--- config.mk ---
export PLATFORM = sky130hd
export DESIGN_NAME = clock_distribution_config
export DESIGN_NICKNAME = d
export VERILOG_FILES = /design/src/shared/clkdist_pkg.sv /design/src/core/clock_distribution_config.sv
export SDC_FILE = /design/constraint.sdc
export NUM_CORES = 1
export LEC_CHECK = 0
export BUFFER_PORTS_ARGS = -buffer_cell sky130_fd_sc_hd__buf_2
export CORE_ASPECT_RATIO = 0.75
export CORE_MARGIN = 3
export CORE_UTILIZATION = 55
export CTS_CLUSTER_DIAMETER = 200
export DETAILED_ROUTE_END_ITERATION = 7
export PLACE_DENSITY = 0.79
export SKIP_CTS_REPAIR_TIMING = 1
export SLEW_MARGIN = 0
export SYNTH_ARGS = -nofsm -noshare
export SYNTH_HDL_FRONTEND = slang
export SYNTH_SLANG_ARGS = --single-unit
--- constraint.sdc ---
create_clock -name I_CLK -period 13 [get_ports I_CLK]
set_input_delay 1.95 -clock I_CLK [delete_from_list [all_inputs] [get_ports I_CLK]]
set_output_delay 1.95 -clock I_CLK [all_outputs]
set_load 0.05 [all_outputs]
--- src/shared/clkdist_pkg.sv ---
// Constants for the clock distribution and configuration block.
// Assumes a 32-bit Avalon-MM slave port with byte addresses and word-aligned registers.
package clkdist_pkg;
  // Register byte offsets
  localparam logic [5:0] ADDR_OUTPUT_CLOCK_CONTROL = 6'h00;
  localparam logic [5:0] ADDR_LOCALBUS_CLOCK_RATIO = 6'h04;
  localparam logic [5:0] ADDR_UNIT_CLOCK_CONTROL   = 6'h08;
  localparam logic [5:0] ADDR_MODE_STATUS          = 6'h0C;
  localparam logic [5:0] ADDR_CONFIG_WORD_LOW      = 6'h10;
  localparam logic [5:0] ADDR_SYSTEM_FREQ          = 6'h14;
  localparam logic [5:0] ADDR_PROCESSOR_FREQ       = 6'h18;
  localparam logic [5:0] ADDR_ENGINE_FREQ          = 6'h1C;
  localparam logic [5:0] ADDR_LOCALBUS_FREQ        = 6'h20;
  localparam logic [5:0] ADDR_SECURITY_FREQ        = 6'h24;

  // Number of per-slot clock outputs
  localparam int SLOT_COUNT = 3;

  // Low reset configuration word field positions
  localparam int LOCALBUS_RATIO_BIT_POS     = 31;
  localparam int MEMORY1_RATIO_BIT_POS   = 30;
  localparam int SYSTEM_PLL_MULTIPLIER_MSB     = 27;
  localparam int SYSTEM_PLL_MULTIPLIER_LSB     = 24;
  localparam int PROCESSOR_PLL_RATIO_MSB  = 22;
  localparam int PROCESSOR_PLL_RATIO_LSB  = 16;
  localparam int ENGINE_PLL_MULTIPLIER_MSB    = 12;
  localparam int ENGINE_PLL_MULTIPLIER_LSB    = 8;
  localparam int ENGINE_PLL_DIVIDER_POS    = 6;

  // Unit clock control fields
  localparam int SEC_RATIO_MSB = 1;
  localparam int SEC_RATIO_LSB = 0;
  localparam int PCI_ON_POS    = 4;

  // Local-bus divider select codes
  typedef enum logic [1:0] {LBDIV_RSVD, LBDIV_2, LBDIV_4, LBDIV_8} lbdiv_e;
  // Security unit clock ratio codes
  typedef enum logic [1:0] {SEC_OFF, SEC_FULL, SEC_HALF, SEC_THIRD} secratio_e;
  // Primary clock source
  typedef enum logic [1:0] {SRC_GENERAL, SRC_PCI_PIN, SRC_SYNC_IN} srcsel_e;

  // Reset values
  localparam logic [SLOT_COUNT-1:0] OCC_RESET   = 3'h0;
  localparam logic [1:0]            LBDIV_RESET = 2'h1;
  localparam logic [1:0]            SEC_RESET   = 2'h3;
  localparam logic                  PCI_RESET   = 1'b1;
endpackage

--- src/core/clock_distribution_config.sv ---
// Clock source selection, PCI clock fan-out and derived-frequency bookkeeping.
// Assumes straps, configuration word and pin clocks are synchronous to I_CLK,
// and that sampled pin clocks toggle slower than I_CLK/2.
//
// Added by the designer: the placing of the registers and the Avalon-MM register port.
`timescale 1ns/1ns
module clock_distribution_config
  import clkdist_pkg::*;
(
  // Clock and reset
  input  wire logic                  I_CLK,
  input  wire logic                  I_RST,
  // Straps and reset configuration
  input  wire logic                  I_HOST_ROLE_SELECT,
  input  wire logic                  I_SLOT_CLOCK_DRIVE_SELECT,
  input  wire logic                  I_INPUT_HALVE_STRAP,
  input  wire logic [31:0]           I_RESET_CONFIG_WORD_LOW,
  // Sampled clock pins and measured sync input frequency
  input  wire logic                  I_GENERAL_CLOCK_INPUT,
  input  wire logic [16:0]           I_SYNC_IN_FREQ_KHZ,
  // Avalon-MM slave
  input  wire logic [5:0]            I_AVS_ADDRESS,
  input  wire logic                  I_AVS_READ,
  input  wire logic                  I_AVS_WRITE,
  input  wire logic [31:0]           I_AVS_WRITEDATA,
  output logic      [31:0]           O_AVS_READDATA,
  output logic                       O_AVS_WAITREQUEST,
  // Clock pins and primary source code
  output logic                       O_SYNC_OUTPUT,
  output logic      [SLOT_COUNT-1:0] O_SLOT_CLOCK_OUTPUT,
  output logic      [1:0]            O_PRIMARY_SOURCE,
  // Derived frequencies in kHz, PCI complex clock enable and load flag
  output logic      [31:0]           O_SYSTEM_FREQ_KHZ,
  output logic      [31:0]           O_PROCESSOR_FREQ_KHZ,
  output logic      [31:0]           O_ENGINE_FREQ_KHZ,
  output logic      [31:0]           O_MEMORY1_INTERNAL_FREQ_KHZ,
  output logic      [31:0]           O_MEMORY1_BUS_FREQ_KHZ,
  output logic      [31:0]           O_MEMORY1_DATA_RATE_KHZ,
  output logic      [31:0]           O_LOCALBUS_INTERNAL_FREQ_KHZ,
  output logic      [31:0]           O_LOCALBUS_CLOCK_FREQ_KHZ,
  output logic      [31:0]           O_SECURITY_FREQ_KHZ,
  output logic                       O_PCI_COMPLEX_CLOCK_ON,
  output logic                       O_CONFIG_LOADED
);

  // Configuration capture and register state
  logic                  loaded_r;
  logic                  host_r;
  logic                  drive_r;
  logic                  halve_r;
  logic [31:0]           reset_config_word_low_r;
  logic [SLOT_COUNT-1:0] occ_r;
  logic [1:0]            lbdiv_r;
  logic [1:0]            sec_r;
  logic                  pci_on_r;
  logic                  ack_r;
  logic [31:0]           rdata_r;
  logic                  gen_prev_r;
  logic                  half_r;
  logic                  sync_r;
  logic [SLOT_COUNT-1:0] slot_r;
  logic [31:0]           sys_r;
  logic [31:0]           proc_r;
  logic [31:0]           eng_r;
  logic [31:0]           mem_r;
  logic [31:0]           lbi_r;
  logic [31:0]           lbx_r;
  logic [31:0]           secf_r;

  // Straps and configuration word are caught once, at the first edge after release
  always_ff @(posedge I_CLK or posedge I_RST) begin
    if (I_RST) begin
      loaded_r <= 1'b0;
      host_r   <= 1'b0;
      drive_r  <= 1'b0;
      halve_r  <= 1'b0;
      reset_config_word_low_r   <= 32'h0;
    end else if (!loaded_r) begin
      loaded_r <= 1'b1;
      host_r   <= I_HOST_ROLE_SELECT;
      drive_r  <= I_SLOT_CLOCK_DRIVE_SELECT;
      halve_r  <= I_INPUT_HALVE_STRAP;
      reset_config_word_low_r   <= I_RESET_CONFIG_WORD_LOW;
    end
  end

  // Configuration word fields
  wire logic [3:0] system_pll_multiplier    = reset_config_word_low_r[SYSTEM_PLL_MULTIPLIER_MSB:SYSTEM_PLL_MULTIPLIER_LSB];
  wire logic [6:0] processor_pll_ratio = reset_config_word_low_r[PROCESSOR_PLL_RATIO_MSB:PROCESSOR_PLL_RATIO_LSB];
  wire logic [4:0] engine_pll_multiplier   = reset_config_word_low_r[ENGINE_PLL_MULTIPLIER_MSB:ENGINE_PLL_MULTIPLIER_LSB];
  wire logic       engine_pll_divider   = reset_config_word_low_r[ENGINE_PLL_DIVIDER_POS];
  wire logic       memory1_ratio_bit  = reset_config_word_low_r[MEMORY1_RATIO_BIT_POS];
  wire logic       localbus_ratio_bit    = reset_config_word_low_r[LOCALBUS_RATIO_BIT_POS];

  // Primary source: general input, PCI pin in agent mode, or sync input
  wire logic host_drive = host_r & drive_r;
  wire srcsel_e src     = !host_r ? SRC_PCI_PIN :
                          (drive_r ? SRC_GENERAL : SRC_SYNC_IN);

  // Frequency arithmetic; in agent mode the strap is grounded so the factor is one
  // All rates are 32-bit kHz words; legal settings stay far below the wrap point,
  // so no saturation logic was spent on out-of-range configuration words
  wire logic [31:0] sync_khz = {15'h0, I_SYNC_IN_FREQ_KHZ};
  wire logic [31:0] in_khz   = halve_r ? {sync_khz[30:0], 1'b0} : sync_khz;
  wire logic [31:0] prim_khz = host_drive ? in_khz : sync_khz;
  wire logic [31:0] sys_nxt  = in_khz * {28'h0, system_pll_multiplier};
  wire logic [31:0] pmul     = sys_r * {25'h0, processor_pll_ratio};
  wire logic [31:0] proc_nxt = {1'b0, pmul[31:1]};
  wire logic [31:0] emul     = prim_khz * {27'h0, engine_pll_multiplier};
  wire logic [31:0] eng_nxt  = engine_pll_divider ? {1'b0, emul[31:1]} : emul;
  wire logic [31:0] mem_nxt  = memory1_ratio_bit ? {sys_r[30:0], 1'b0} : sys_r;
  wire logic [31:0] lbi_nxt  = localbus_ratio_bit ? {sys_r[30:0], 1'b0} : sys_r;
  wire logic [31:0] lbx_nxt  = (lbdiv_r == LBDIV_8) ? {3'h0, lbi_r[31:3]} :
                               (lbdiv_r == LBDIV_4) ? {2'h0, lbi_r[31:2]} :
                                                      {1'b0, lbi_r[31:1]};
  wire logic [31:0] sec_nxt  = (sec_r == SEC_FULL)  ? sys_r :
                               (sec_r == SEC_HALF)  ? {1'b0, sys_r[31:1]} :
                               (sec_r == SEC_THIRD) ? sys_r / 32'd3 : 32'h0;

  // Frequency pipeline; holds zero until configuration has loaded
  always_ff @(posedge I_CLK or posedge I_RST) begin
    if (I_RST) begin
      sys_r  <= 32'h0;
      proc_r <= 32'h0;
      eng_r  <= 32'h0;
      mem_r  <= 32'h0;
      lbi_r  <= 32'h0;
      lbx_r  <= 32'h0;
      secf_r <= 32'h0;
    end else if (loaded_r) begin
      sys_r  <= sys_nxt;
      proc_r <= proc_nxt;
      eng_r  <= eng_nxt;
      mem_r  <= mem_nxt;
      lbi_r  <= lbi_nxt;
      lbx_r  <= lbx_nxt;
      secf_r <= sec_nxt;
    end
  end

  // General input halver; edge detection is safe since pins are synchronous
  wire logic gen_rise = I_GENERAL_CLOCK_INPUT & ~gen_prev_r;
  wire logic sync_nxt = host_drive & (halve_r ? half_r : I_GENERAL_CLOCK_INPUT);
  wire logic [SLOT_COUNT-1:0] slot_nxt = {SLOT_COUNT{host_drive & half_r}} & occ_r;

  // Pin clock outputs stay low in reset and before the straps are known
  always_ff @(posedge I_CLK or posedge I_RST) begin
    if (I_RST) begin
      gen_prev_r <= 1'b0;
      half_r     <= 1'b0;
      sync_r     <= 1'b0;
      slot_r     <= '0;
    end else if (loaded_r) begin
      gen_prev_r <= I_GENERAL_CLOCK_INPUT;
      half_r     <= (host_drive & gen_rise) ? ~half_r : half_r;
      sync_r     <= sync_nxt;
      slot_r     <= slot_nxt;
    end
  end

  // Bus decode; one wait cycle per access keeps read data registered
  // The mux is captured in the wait cycle, so read data already stands
  // at the edge where waitrequest is seen low
  wire logic req      = I_AVS_READ | I_AVS_WRITE;
  wire logic wr_take  = I_AVS_WRITE & ack_r;
  wire logic sel_occ  = (I_AVS_ADDRESS == ADDR_OUTPUT_CLOCK_CONTROL);
  wire logic sel_lbr  = (I_AVS_ADDRESS == ADDR_LOCALBUS_CLOCK_RATIO);
  wire logic sel_unit = (I_AVS_ADDRESS == ADDR_UNIT_CLOCK_CONTROL);
  wire logic [31:0] mode_word = {26'h0, loaded_r, src, halve_r, drive_r, host_r};
  wire logic [31:0] unit_word = {27'h0, pci_on_r, 2'h0, sec_r};
  wire logic [31:0] rd_mux =
    sel_occ  ? {{(32-SLOT_COUNT){1'b0}}, occ_r} :
    sel_lbr  ? {30'h0, lbdiv_r} :
    sel_unit ? unit_word :
    (I_AVS_ADDRESS == ADDR_MODE_STATUS)     ? mode_word :
    (I_AVS_ADDRESS == ADDR_CONFIG_WORD_LOW) ? reset_config_word_low_r :
    (I_AVS_ADDRESS == ADDR_SYSTEM_FREQ)     ? sys_r :
    (I_AVS_ADDRESS == ADDR_PROCESSOR_FREQ)  ? proc_r :
    (I_AVS_ADDRESS == ADDR_ENGINE_FREQ)     ? eng_r :
    (I_AVS_ADDRESS == ADDR_LOCALBUS_FREQ)   ? lbx_r :
    (I_AVS_ADDRESS == ADDR_SECURITY_FREQ)   ? secf_r : 32'h0;

  // Handshake and read data capture
  always_ff @(posedge I_CLK or posedge I_RST) begin
    if (I_RST) begin
      ack_r   <= 1'b0;
      rdata_r <= 32'h0;
    end else begin
      ack_r   <= req & ~ack_r;
      rdata_r <= (I_AVS_READ & ~ack_r) ? rd_mux : rdata_r;
    end
  end

  // Software-written controls; a reserved divider code falls back to divide by 2
  always_ff @(posedge I_CLK or posedge I_RST) begin
    if (I_RST) begin
      occ_r    <= OCC_RESET;
      lbdiv_r  <= LBDIV_RESET;
      sec_r    <= SEC_RESET;
      pci_on_r <= PCI_RESET;
    end else if (wr_take) begin
      if (sel_occ) begin
        occ_r <= I_AVS_WRITEDATA[SLOT_COUNT-1:0];
      end
      if (sel_lbr) begin
        lbdiv_r <= (I_AVS_WRITEDATA[1:0] == LBDIV_RSVD) ? LBDIV_2 : I_AVS_WRITEDATA[1:0];
      end
      if (sel_unit) begin
        sec_r    <= I_AVS_WRITEDATA[SEC_RATIO_MSB:SEC_RATIO_LSB];
        pci_on_r <= I_AVS_WRITEDATA[PCI_ON_POS];
      end
    end
  end

  // Output drive
  // Memory bus pins run at half the internal rate; data moves on both edges
  assign O_AVS_WAITREQUEST            = req & ~ack_r;
  assign O_AVS_READDATA               = rdata_r;
  assign O_SYNC_OUTPUT                = sync_r;
  assign O_SLOT_CLOCK_OUTPUT          = slot_r;
  assign O_PRIMARY_SOURCE             = src;
  assign O_SYSTEM_FREQ_KHZ            = sys_r;
  assign O_PROCESSOR_FREQ_KHZ         = proc_r;
  assign O_ENGINE_FREQ_KHZ            = eng_r;
  assign O_MEMORY1_INTERNAL_FREQ_KHZ  = mem_r;
  assign O_MEMORY1_BUS_FREQ_KHZ       = {1'b0, mem_r[31:1]};
  assign O_MEMORY1_DATA_RATE_KHZ      = mem_r;
  assign O_LOCALBUS_INTERNAL_FREQ_KHZ = lbi_r;
  assign O_LOCALBUS_CLOCK_FREQ_KHZ    = lbx_r;
  assign O_SECURITY_FREQ_KHZ          = secf_r;
  assign O_PCI_COMPLEX_CLOCK_ON       = pci_on_r & loaded_r;
  assign O_CONFIG_LOADED              = loaded_r;

  // Checks
  chk_slot_gated: assert property (@(posedge I_CLK) disable iff (I_RST)
    (slot_r & ~$past(occ_r)) == '0)
    else $error("slot clock driven while its enable is clear");
  chk_sync_halved: assert property (@(posedge I_CLK) disable iff (I_RST)
    $past(loaded_r) && $past(halve_r) |-> sync_r == ($past(host_drive) & $past(half_r)))
    else $error("sync output does not follow halved input");
  chk_source_agent: assert property (@(posedge I_CLK) disable iff (I_RST)
    loaded_r && !host_r |-> src == SRC_PCI_PIN)
    else $error("agent mode not on PCI pin");
  chk_source_host: assert property (@(posedge I_CLK) disable iff (I_RST)
    loaded_r && host_r |-> src == (drive_r ? SRC_GENERAL : SRC_SYNC_IN))
    else $error("host mode source wrong");
  chk_system_freq: assert property (@(posedge I_CLK) disable iff (I_RST)
    loaded_r && $stable(I_SYNC_IN_FREQ_KHZ) ##1 loaded_r |->
      sys_r == $past(in_khz) * {28'h0, system_pll_multiplier})
    else $error("system frequency mismatch");
  chk_memory_rate: assert property (@(posedge I_CLK) disable iff (I_RST)
    O_MEMORY1_DATA_RATE_KHZ[31:1] == O_MEMORY1_BUS_FREQ_KHZ[30:0])
    else $error("memory data rate not twice bus clock");
  chk_lb_divider: assert property (@(posedge I_CLK) disable iff (I_RST)
    loaded_r && lbdiv_r == LBDIV_8 ##1 lbdiv_r == LBDIV_8 |-> lbx_r == ($past(lbi_r) >> 3))
    else $error("local-bus divide by 8 wrong");
  chk_idle_reset: assert property (@(posedge I_CLK) disable iff (I_RST)
    !loaded_r |-> !sync_r && slot_r == '0 && sys_r == 32'h0)
    else $error("outputs active before configuration load");
  chk_wait_one: assert property (@(posedge I_CLK) disable iff (I_RST)
    $rose(req) |-> O_AVS_WAITREQUEST ##1 !O_AVS_WAITREQUEST)
    else $error("access not answered after one wait cycle");
  chk_security_third: assert property (@(posedge I_CLK) disable iff (I_RST)
    $rose(loaded_r) |-> sec_r == SEC_THIRD && pci_on_r)
    else $error("unit clock defaults wrong after reset");

  // Pin clock checks, then the host sync source; each pin clock is one edge behind the state that forms it
  chk_sync_direct: assert property (@(posedge I_CLK) disable iff (I_RST)
    $past(loaded_r) && !$past(halve_r) |-> sync_r == ($past(host_drive) & $past(I_GENERAL_CLOCK_INPUT)))
    else $error("sync output does not follow general input");
  chk_halver_toggle: assert property (@(posedge I_CLK) disable iff (I_RST)
    $past(loaded_r) && $past(host_drive & gen_rise) |-> half_r != $past(half_r))
    else $error("halver missed an input rise");
  chk_slot_follow: assert property (@(posedge I_CLK) disable iff (I_RST)
    $past(loaded_r) |-> slot_r == ({SLOT_COUNT{$past(host_drive & half_r)}} & $past(occ_r)))
    else $error("slot clock not halved input");
  chk_quiet_nodrive: assert property (@(posedge I_CLK) disable iff (I_RST)
    $past(loaded_r) && !$past(host_drive) |-> !sync_r && slot_r == '0)
    else $error("pin clocks driven without clock drive");
  chk_source_sync: assert property (@(posedge I_CLK) disable iff (I_RST)
    loaded_r && host_r && !drive_r |-> src == SRC_SYNC_IN)
    else $error("host without drive not on sync input");

  // Derived rate checks against the previous edge
  chk_processor_freq: assert property (@(posedge I_CLK) disable iff (I_RST)
    $past(loaded_r) |-> proc_r == (($past(sys_r) * {25'h0, processor_pll_ratio}) >> 1))
    else $error("processor frequency mismatch");
  chk_engine_freq: assert property (@(posedge I_CLK) disable iff (I_RST)
    $past(loaded_r) |-> eng_r == (($past(prim_khz) * {27'h0, engine_pll_multiplier}) >> engine_pll_divider))
    else $error("engine frequency mismatch");
  chk_memory_ratio: assert property (@(posedge I_CLK) disable iff (I_RST)
    $past(loaded_r) |-> mem_r == ($past(sys_r) << memory1_ratio_bit))
    else $error("memory internal frequency mismatch");
  chk_lb_internal: assert property (@(posedge I_CLK) disable iff (I_RST)
    $past(loaded_r) |-> lbi_r == ($past(sys_r) << localbus_ratio_bit))
    else $error("local-bus internal frequency mismatch");

  // Software-visible controls
  chk_lb_halve: assert property (@(posedge I_CLK) disable iff (I_RST)
    $past(loaded_r) && $past(lbdiv_r) == LBDIV_2 |-> lbx_r == ($past(lbi_r) >> 1))
    else $error("local-bus divide by 2 wrong");
  chk_lb_code: assert property (@(posedge I_CLK) disable iff (I_RST)
    lbdiv_r != LBDIV_RSVD)
    else $error("reserved divider code stored");
  chk_lb_write: assert property (@(posedge I_CLK) disable iff (I_RST)
    wr_take && sel_lbr && I_AVS_WRITEDATA[1:0] != 2'h0 |=> lbdiv_r == $past(I_AVS_WRITEDATA[1:0]))
    else $error("divider write not stored");
  chk_security_half: assert property (@(posedge I_CLK) disable iff (I_RST)
    $past(loaded_r) && $past(sec_r) == SEC_HALF |-> secf_r == ($past(sys_r) >> 1))
    else $error("security half rate wrong");
  chk_security_off: assert property (@(posedge I_CLK) disable iff (I_RST)
    $past(loaded_r) && $past(sec_r) == SEC_OFF |-> secf_r == 32'h0)
    else $error("security clock not off");
  chk_pci_gate: assert property (@(posedge I_CLK) disable iff (I_RST)
    O_PCI_COMPLEX_CLOCK_ON |-> pci_on_r && loaded_r)
    else $error("PCI complex clock on while disabled");
  chk_config_held: assert property (@(posedge I_CLK) disable iff (I_RST)
    $past(loaded_r) |-> $stable(reset_config_word_low_r) && $stable(host_r))
    else $error("configuration changed after load");

  cov_host_drive: cover property (@(posedge I_CLK) disable iff (I_RST)
    loaded_r && host_drive && $rose(sync_r));
  cov_agent: cover property (@(posedge I_CLK) disable iff (I_RST) loaded_r && !host_r);
  cov_write_occ: cover property (@(posedge I_CLK) disable iff (I_RST) wr_take && sel_occ);
  cov_sec_full: cover property (@(posedge I_CLK) disable iff (I_RST) sec_r == SEC_FULL);
  cov_halved_sync: cover property (@(posedge I_CLK) disable iff (I_RST)
    loaded_r && halve_r && host_drive && $rose(sync_r));

endmodule

* Word level (Yosys, flattened, before mapping)
Index checks and enable logic that the tools add are counted.
** Cells by class
- Multiply operators :: 3
- Divide/modulo/power cells :: 1
- Equality and inequality tests :: 14
- Multiplexer cells :: 24
- Bitwise gates (word level) :: 14
- Reduce and logical (&&, ||, !) cells :: 6
** Operator list (number)
- $mux W32 :: 15
- $mux W31 :: 2
- $mux W18 :: 2
- $div A32 B2 Y32 const B :: 1
- $mul A32 B7 Y32 :: 1
- $eq A6 B5 Y1 const B :: 4
- $mul A18 B5 Y23 :: 1
- $mux W23 :: 1
- $mul A18 B4 Y22 :: 1
- $eq A6 B4 Y1 const B :: 2
- $eq A6 B6 Y1 const B :: 2
- $and A1 B1 Y1 :: 9
- $eq A2 B2 Y1 const B :: 4
- $reduce_and A2 Y1 :: 4
- $eq A6 B3 Y1 const B :: 1
- $logic_not A6 Y1 :: 1
- $mux W2 :: 3
- $and A3 B3 Y3 :: 1
- $not A1 Y1 :: 3
- $eq A2 B1 Y1 const B :: 1
- $logic_not A2 Y1 :: 1
- $mux W1 :: 1
- $or A1 B1 Y1 :: 1
** Word-level totals
- Register bits :: 306
- Bits of input ports :: 95
- Output and inout port bits :: 329
- Word-level logic and storage cells :: 84

* Longest topological paths before layout
Gate-level depths: netlist of the first run.
- Depth after elaboration :: 11
- Mapped depth :: 30
- Gate-level depth less buffers :: 28

* Least setup slack after synthesis of the first run
Ideal clock, no wire load.
- Path kind :: in2reg
- Start point :: input I_SYNC_IN_FREQ_KHZ[1]
- End point :: register eng_r[21] (netlist: O_ENGINE_FREQ_KHZ[21])
- Setup time :: 0.082 ns
- Arrival :: 7.048 ns
- Data required time :: 12.918 ns
- Slack :: 5.870 ns
- Stages on the path :: 26
- Buffers on the path :: 0
- Path through :: mux2_2 -> nand2_1 -> fa_1 -> fa_1 -> fa_1 -> inv_1 -> ha_1 -> a21o_1 -> a21oi_1 -> o21bai_1 -> a21oi_1 -> o21bai_1 -> a21oi_1 -> o21bai_1 -> a21oi_1 -> o21bai_1 -> a21oi_1 -> o21bai_1 -> a21oi_1 -> nor2b_1 -> o21a_1 -> o41a_1 -> a31oi_1 -> xnor2_1 -> nand2_1 -> a31oi_1
** Between the ends
- Word-level cells in the longest chain between the ends :: 4
** RTL lines
- from (decl) :: RTL line clock_distribution_config.sv:20 : input wire logic [16:0] I_SYNC_IN_FREQ_KHZ,
- $mux W18 :: RTL line clock_distribution_config.sv:104 : wire logic [31:0] in_khz = halve_r ? {sync_khz[30:0], 1'b0} : sync_khz;
- $mux W18 * :: RTL line clock_distribution_config.sv:105 : wire logic [31:0] prim_khz = host_drive ? in_khz : sync_khz;
- $mul A18 B5 Y23 * :: RTL line clock_distribution_config.sv:109 : wire logic [31:0] emul = prim_khz * {27'h0, engine_pll_multiplier};
- $mux W23 * :: RTL line clock_distribution_config.sv:110 : wire logic [31:0] eng_nxt = engine_pll_divider ? {1'b0, emul[31:1]} : emul;
- to (signal assigned) :: RTL line clock_distribution_config.sv:133 : eng_r <= eng_nxt;
- to (decl) :: RTL line clock_distribution_config.sv:64 : logic [31:0] eng_r;
Mark *: on every way between the ends. The rest lies on a longest branch, timed or not.
A chain may end at the register's enable or synchronous reset.

* Worst setup path in the final report of the first run
- Start point :: register sys_r[20] (netlist: O_SYSTEM_FREQ_KHZ[20])
- End point :: register secf_r[0] (netlist: O_SECURITY_FREQ_KHZ[0])
** Between the ends
- Word-level cells in the longest chain between the ends :: 4
** RTL lines
- from (decl) :: RTL line clock_distribution_config.sv:62 : logic [31:0] sys_r;
- from (signal assigned) :: RTL line clock_distribution_config.sv:131 : sys_r <= sys_nxt;
- $div A32 B2 Y32 :: RTL line clock_distribution_config.sv:118 : (sec_r == SEC_THIRD) ? sys_r / 32'd3 : 32'h0;
- $mux W32 :: RTL line clock_distribution_config.sv:118
- $mux W32 :: RTL line clock_distribution_config.sv:117 : (sec_r == SEC_HALF) ? {1'b0, sys_r[31:1]} :
- $mux W32 :: RTL line clock_distribution_config.sv:116 : wire logic [31:0] sec_nxt = (sec_r == SEC_FULL) ? sys_r :
- to (signal assigned) :: RTL line clock_distribution_config.sv:137 : secf_r <= sec_nxt;
- to (decl) :: RTL line clock_distribution_config.sv:68 : logic [31:0] secf_r;
Every way passes these cells.

==> results.rst, run 1 <==
.. list-table::
   :header-rows: 1

   * - Metric
     - Value
   * - Number of buffers on the longest clock path
     - 3
   * - Crit path time final
     - between 7000 and 8000 ps
   * - Detailed Route WL
     - around 81000 microns
   * - Final setup violation count
     - 0
   * - Fraction of the cycle the final worst path needs
     - 0.614
   * - Number of antenna violations at the first check in global routing
     - 3
   * - Total count of max-transition violations in the final report
     - 0
   * - Required time at the worst-slack endpoint
     - about 13000 ps
   * - Peak per-stage delay on the critical path
     - 950 ps
   * - Number of nets in the layout
     - between 3000 and 4000
   * - Highest Clock Rate
     - between 100 and 150 MHz
   * - Worst slew pin tran
     - around 1100 ps
   * - Largest net degree at the start of global routing
     - around 150
   * - Area growth, synth to finish
     - 9.05%
   * - Async S/R FF share, synth
     - 1.00
   * - Sum of net half-perimeters after detailed placement
     - a little over 60000 microns
   * - Count of port buffers added during placement
     - approximately 320
   * - Post-synth top flop
     - sky130_fd_sc_hd__dfrtp_1
   * - Root buffer cell
     - sky130_fd_sc_hd__clkbuf_16
   * - Number of iterations in the first detailed-routing pass
     - 6
   * - Setup repair after global routing missed its margin
     - no
   * - Number of design-rule violations left by the first detailed-router iteration
     - about 2300
   * - Remaining DRCs
     - 0
   * - WL met3
     - a little under 10000 microns
   * - Clock Sink Count
     - 248
   * - Seq/Total Area, Yosys
     - 0.255
   * - Reported max-cap violation count
     - 0
   * - Largest cells by area after synthesis
     - sky130_fd_sc_hd__dfrtp_1, sky130_fd_sc_hd__fa_1, sky130_fd_sc_hd__ha_1
   * - Highest layer used for signal routing
     - met5
   * - Top-area cell type share of the netlist area
     - 0.250
   * - Run status
     - finished clean
   * - Final hold violation count
     - 0
   * - CTS tree
     - done
   * - Accumulated negative setup slack
     - 0 ps
   * - WL met1
     - 32900 microns
   * - Arrival time at the worst endpoint
     - around 8400 ps
   * - Total global routing track utilization
     - 0.338
   * - Critical path start-end classification
     - reg2reg
   * - Sum of overflow across all layers after global routing
     - 0
   * - Largest fanout on the critical path
     - 26
   * - Cell accounting for the most synthesized area
     - sky130_fd_sc_hd__dfrtp_1
   * - Wire length per cell after detailed routing
     - roughly 23 microns
   * - Worst setup EP type
     - flop
   * - Clk pin slew, worst setup/hold paths
     - approximately 60 ps
   * - Starting density of the core
     - 0.560
   * - Width of the die
     - between 200 and 250 microns
   * - Number of synthesized register bits
     - between 200 and 250
   * - Routed vias
     - approximately 21000
   * - Fraction of layout instances using a drive strength above 1
     - 0.189
   * - GP Congestion
     - about 1
   * - Number of flops mapped to enable cells by yosys
     - 0
   * - Type of origin of the critical path
     - flop
   * - Final Skew
     - around 13 ps
   * - Total Die Area
     - roughly 0.047 sq mm
   * - Number of global-route vias before repair
     - 20500
   * - First-pass GRT wire length
     - 124000 microns
   * - Worst-case headroom to the max-slew limit
     - 0.234
   * - Area inside the core boundary
     - 0.0436 sq mm
   * - Remaining antenna violation count after routing
     - 0
   * - Crit-path slowest cell
     - sky130_fd_sc_hd__a2111oi_0
   * - Number of top-level pins
     - 424
   * - Placement row count
     - 66
   * - DR WL met2
     - between 30000 and 40000 microns
   * - Synth warn
     - 0
   * - Path class of the lowest-slack min-delay path
     - reg2reg
   * - Synthesized cell area
     - between 0.02 and 0.025 sq mm
   * - Max H-tree Level
     - 1
   * - Later-pin clock latency in the skew report
     - 580 ps
   * - Number of instances in the synthesized netlist
     - ~2800
   * - Die Height
     - around 190 microns
   * - Netlist cell types
     - 95
   * - Mean number of vias per cell
     - roughly 6.1
   * - Avg Synthesized Cell Area
     - 8.75 sq um
   * - Number of CTS-inserted buffers
     - 28
## final cells by class
cell class                 instances  area (sq um)
fill                            3745         17000
inverter                         228           866
multi-input combinational       2065         15900
timing repair buffer             358          1920
clock buffer                      41           841
clock inverter                    10           116
antenna                            1          2.50
tap                              578           723
sequential                       248          6210
## final timing paths
path / from / endpoint / slack (ps) / cells past startpoint
setup / recovery: O_SYSTEM_FREQ_KHZ[20]$_DFFE_PP0P_ / O_SECURITY_FREQ_KHZ[0]$_DFFE_PP0P_ / 5010 / 25
hold / removal: O_AVS_READDATA[29]$_DFFE_PP0P_ / O_AVS_READDATA[29]$_DFFE_PP0P_ / 480 / 2
setup reg to reg: O_SYSTEM_FREQ_KHZ[20]$_DFFE_PP0P_ / O_SECURITY_FREQ_KHZ[0]$_DFFE_PP0P_ / 5010 / 25
hold reg to reg: O_AVS_READDATA[29]$_DFFE_PP0P_ / O_AVS_READDATA[29]$_DFFE_PP0P_ / 480 / 2
max in group asynchronous: I_RST / O_CONFIG_LOADED$_DFF_PP0_ / 10130 / 3
min in group asynchronous: I_RST / O_SYSTEM_FREQ_KHZ[11]$_DFFE_PP0P_ / 1480 / 2
## critical path: cells and delay by family (launching register included)
family                   cells  cell delay, ps
adder cells (fa/ha/maj)      1             340
AO/OA/AOI/OAI               11            3340
buffers and inverters        2             480
AND/OR/NAND/NOR             10            3110
XOR/XNOR                     1             160
flip-flops                   1             430
## logic make-up (layout without fill, tap and decap cells)
kind of cell / after synthesis / in the layout / share of synthesized area
muxes: 215 / 215 / 0.0949
adders and majority gates: 288 / 288 / 0.203
AOI/OAI and AO/OA: 592 / 592 / 0.163
DFF: 248 / 248 / 0.255
other: 2 / 80 / 0.000308
buffers and inverters: 551 / 637 / 0.106
and+or+nand+nor: 823 / 823 / 0.154
xor gates and xnor gates: 68 / 68 / 0.0247
## synth_stat cells (6+ instances only)
cell and instances:
sky130_fd_sc_hd__nand2_1 355, sky130_fd_sc_hd__dfrtp_1 244, sky130_fd_sc_hd__inv_1 224, sky130_fd_sc_hd__nor2_1 209, sky130_fd_sc_hd__a21oi_1 187, sky130_fd_sc_hd__fa_1 179, sky130_fd_sc_hd__clkbuf_1 161, sky130_fd_sc_hd__buf_4 126
sky130_fd_sc_hd__ha_1 109, sky130_fd_sc_hd__mux2_2 107, sky130_fd_sc_hd__mux2i_1 105, sky130_fd_sc_hd__and2_1 97, sky130_fd_sc_hd__o21ai_0 83, sky130_fd_sc_hd__xnor2_1 59, sky130_fd_sc_hd__a21o_1 41, sky130_fd_sc_hd__o21bai_1 37
sky130_fd_sc_hd__nand3_1 34, sky130_fd_sc_hd__a31oi_1 33, sky130_fd_sc_hd__a211oi_1 31, sky130_fd_sc_hd__a221oi_1 28, sky130_fd_sc_hd__buf_1 26, sky130_fd_sc_hd__nor3_1 26, sky130_fd_sc_hd__a22o_1 19, sky130_fd_sc_hd__o22ai_1 16
sky130_fd_sc_hd__nor2b_1 15, sky130_fd_sc_hd__or3_1 14, sky130_fd_sc_hd__nand2b_1 13, sky130_fd_sc_hd__o31ai_1 12, sky130_fd_sc_hd__o211ai_1 11, sky130_fd_sc_hd__nand4_1 10, sky130_fd_sc_hd__and3_1 9, sky130_fd_sc_hd__o2bb2ai_1 9
sky130_fd_sc_hd__xor2_1 8, sky130_fd_sc_hd__buf_2 7, sky130_fd_sc_hd__nor4_1 7, sky130_fd_sc_hd__a22oi_1 6, sky130_fd_sc_hd__a32oi_1 6
## through the flow
stage               instances  utilization  hold WS, ps  worst slack (ps)  area, sq um
floorplan                2864            -          463              4240        24700
global placement         3477        0.588          458              5130        25600
detailed placement       3477        0.588          469              5020        25600
CTS                      3528        0.610          483              5380        26600
global route             3528        0.610          508              4500        26600
finish                   3529        0.610          484              5010        26600
## placed cells by master, fill, tap and decap left out, drive strengths merged, types with 13 or more instances in the layout
cell type | synthesis | routed
clkbuf | 161 | 41
a21oi | 187 | 187
nor2b | 15 | 15
nand2 | 356 | 356
mux2 | 108 | 108
buf | 162 | 358
or3 | 14 | 14
a22o | 19 | 19
o21ai | 89 | 89
nor2 | 209 | 209
inv | 226 | 227
o31ai | 13 | 13
xnor2 | 59 | 59
nand2b | 13 | 13
o22ai | 16 | 16
nand3 | 36 | 36
nor3 | 29 | 29
a31oi | 35 | 35
a221oi | 29 | 29
a211oi | 31 | 31
dfrtp | 244 | 244
and2 | 97 | 97
o21bai | 37 | 37
mux2i | 105 | 105
conb | 2 | 79
fa | 179 | 179
a21o | 41 | 41
ha | 109 | 109
## registers in the layout, indices dropped and copies added (netlist names)
name                          cells
O_AVS_READDATA                   32
O_CONFIG_LOADED                   1
O_ENGINE_FREQ_KHZ                23
O_LOCALBUS_CLOCK_FREQ_KHZ        22
O_LOCALBUS_INTERNAL_FREQ_KHZ     23
O_MEMORY1_DATA_RATE_KHZ          23
O_PROCESSOR_FREQ_KHZ             30
O_SECURITY_FREQ_KHZ              22
O_SLOT_CLOCK_OUTPUT               3
O_SYNC_OUTPUT                     1
O_SYSTEM_FREQ_KHZ                22
ack_r                             1
drive_r                           1
gen_prev_r                        1
half_r                            1
halve_r                           1
host_r                            1
lbdiv_r                           2
occ_r                             3
pci_on_r                          1
reset_config_word_low_r          32
sec_r                             2
## layer usage
metal,track usage,vias to the layer above
met4,0.133,4
met1,0.473,10500
met3,0.0929,209
met2,0.499,1243
li1,-,9530
met5,0,-
Power of run 1 is left out: the tool's default activity adds up to more than one toggle a clock period on the data nets, which glitch-free logic cannot reach.
==> run 2, diff against run 1 <==
==> constraint.sdc (replaced) <==
create_clock -name I_CLK -period 7.7 [get_ports I_CLK]
set_input_delay 1.155 -clock I_CLK [delete_from_list [all_inputs] [get_ports I_CLK]]
set_output_delay 1.155 -clock I_CLK [all_outputs]
set_load 0.05 [all_outputs]
==> run 2 against run 1 <==
  * Via count grew 1.7%
  * Sequential share of layout area shrank 0.12 points
  * Critical path depth is the same
  * Worst hold slack lost 9.3 ps
  * First-iteration DRC count grew 9.9%
  * Utilization grew 0.32 points
  * Register-to-register slack lost 4400 ps
==> results.rst, run 2 (same netlist as run 1, synthesis figures left out) <==
.. list-table::
   :header-rows: 1

   * - Metric
     - Value
   * - Die Height
     - roughly 190 microns
   * - Clk pin slew, worst setup/hold paths
     - roughly 70 ps
   * - Accumulated negative setup slack
     - 0 ps
   * - Run status
     - finished clean
   * - Most common cell after layout, fill and taps aside
     - sky130_fd_sc_hd__nand2_1
   * - Setup repair after global routing missed its margin
     - no
   * - Total Die Area
     - 0.0469 sq mm
   * - Final hold violation count
     - 0
   * - Placement row count
     - 66
   * - Peak per-stage delay on the critical path
     - between 600 and 700 ps
   * - Final-layout fill cell count
     - about 3700
   * - Fraction of layout instances using a drive strength above 1
     - 0.196
   * - Required time at the worst-slack endpoint
     - between 8000 and 9000 ps
   * - Crit path time final
     - just over 7000 ps
   * - Total count of max-transition violations in the final report
     - 0
   * - Clock Sink Count
     - between 200 and 250
   * - Type of origin of the critical path
     - flop
   * - Routed vias
     - 21800
   * - Crit-path slowest cell
     - sky130_fd_sc_hd__a2111oi_0
   * - Number of iterations in the first detailed-routing pass
     - 6
   * - Highest-count cells in the layout ignoring fill and taps
     - sky130_fd_sc_hd__nand2_1, sky130_fd_sc_hd__buf_2, sky130_fd_sc_hd__dfrtp_1
   * - Largest net degree at the start of global routing
     - 109
   * - Mean number of vias per cell
     - just over 6
   * - Width of the die
     - between 200 and 250 microns
   * - Number of global-route vias before repair
     - between 20000 and 25000
   * - Area growth, synth to finish
     - 9.62%
   * - Number of buffers on the longest clock path
     - 3
   * - Detailed Route WL
     - just over 80000 microns
   * - Number of nets in the layout
     - between 3000 and 4000
   * - Area inside the core boundary
     - around 0.044 sq mm
   * - GRT met1 Usage
     - 0.465
   * - GR peak layer
     - met2
   * - Critical path start-end classification
     - reg2reg
   * - Final setup violation count
     - 0
   * - Starting density of the core
     - 0.560
   * - Number of design-rule violations left by the first detailed-router iteration
     - about 2500
   * - Remaining DRCs
     - 0
   * - GP Congestion
     - roughly 1.0
   * - Sum of overflow across all layers after global routing
     - 0
   * - Largest fanout on the critical path
     - 17
   * - Remaining antenna violation count after routing
     - 0
   * - Total global routing track utilization
     - 0.340
   * - Later-pin clock latency in the skew report
     - ~600 ps
   * - Count of port buffers added during placement
     - 317
   * - Wire length per cell after detailed routing
     - about 23 microns
   * - Sum of net half-perimeters after detailed placement
     - 62700 microns
   * - Arrival time at the worst endpoint
     - roughly 7600 ps
   * - Fraction of the cycle the final worst path needs
     - 0.926
   * - Worst slew pin tran
     - 1110 ps
   * - Number of top-level pins
     - around 420
   * - CTS tree
     - done
   * - Worst-case headroom to the max-slew limit
     - 0.259
   * - Reported max-cap violation count
     - 0
   * - Max H-tree Level
     - 1
   * - Worst setup EP type
     - flop
   * - Global Route met3 Usage
     - 0.107
   * - Highest Clock Rate
     - ~140 MHz
   * - Final Skew
     - ~30 ps
   * - Number of CTS-inserted buffers
     - 29
   * - Number of antenna violations at the first check in global routing
     - 2
   * - Met2 GRT Util
     - 0.501
   * - Path class of the lowest-slack min-delay path
     - reg2reg
   * - Root buffer cell
     - sky130_fd_sc_hd__clkbuf_16
   * - First-pass GRT wire length
     - ~120000 microns
## run 2: cell types whose count changed in the layout (fill, tap and decap cells not counted), moves of 2 or more
cell                         previous run  this run
sky130_fd_sc_hd__clkinvlp_4             2         8
sky130_fd_sc_hd__buf_4                 39        60
sky130_fd_sc_hd__diode_2                1         6
sky130_fd_sc_hd__bufinv_16              2         0
## run 2: path summary, 6_finish.rpt
check	from	slack (ps)	endpoint	cells past startpoint
max	O_SYSTEM_FREQ_KHZ[20]$_DFFE_PP0P_	570	O_SECURITY_FREQ_KHZ[0]$_DFFE_PP0P_	25
min	O_AVS_READDATA[5]$_DFFE_PP0P_	470	O_AVS_READDATA[5]$_DFFE_PP0P_	1
max reg2reg	O_SYSTEM_FREQ_KHZ[20]$_DFFE_PP0P_	570	O_SECURITY_FREQ_KHZ[0]$_DFFE_PP0P_	25
min reg2reg	O_AVS_READDATA[5]$_DFFE_PP0P_	470	O_AVS_READDATA[5]$_DFFE_PP0P_	1
max in group asynchronous	I_RST	5430	O_ENGINE_FREQ_KHZ[13]$_DFFE_PP0P_	4
min in group asynchronous	I_RST	750	O_SYSTEM_FREQ_KHZ[8]$_DFFE_PP0P_	2
## run 2: routing by layer
| layer | vias to the layer above | wire, microns |
|---|---|---|
| met5 | - | 0 |
| met2 | 1319 | 35300 |
| met1 | 10700 | 32100 |
| met3 | 254 | 10400 |
| met4 | 0 | 4130 |
| li1 | 9587 | - |
## run 2: metrics by stage
step	setup slack [ps]	cells	util	instance area [sq um]	hold WS, ps
5_1_grt	53.4	3553	0.613	26700	491
4_1_cts	561	3552	0.613	26700	478
3_5_place_dp	571	3498	0.592	25800	466
3_3_place_gp	615	3498	0.592	25800	455
6_report	567	3558	0.613	26700	474
2_1_floorplan	863	2864	-	24700	463
## run 2: layout make-up
type	instances	area, sq um	area share
well taps	578	723	0.0270
clock buffers	40	827	0.0309
multi-input cells	2065	15900	0.595
inverters	228	862	0.0322
flip-flops and latches	248	6220	0.232
repair buffers	379	2080	0.0777
diodes	6	15.0	0.000561
clock inverters	14	103	0.00384
## run 2: critical path, delay by kind of cell (launching register included)
family          cells  cell delay (ps)
xor+xnor            1              150
simple gates       11             3000
fa+ha+maj           1              330
buf+inv             2              340
flops               1              600
compound gates     10             2580
Power of run 2 is left out for the same reason.
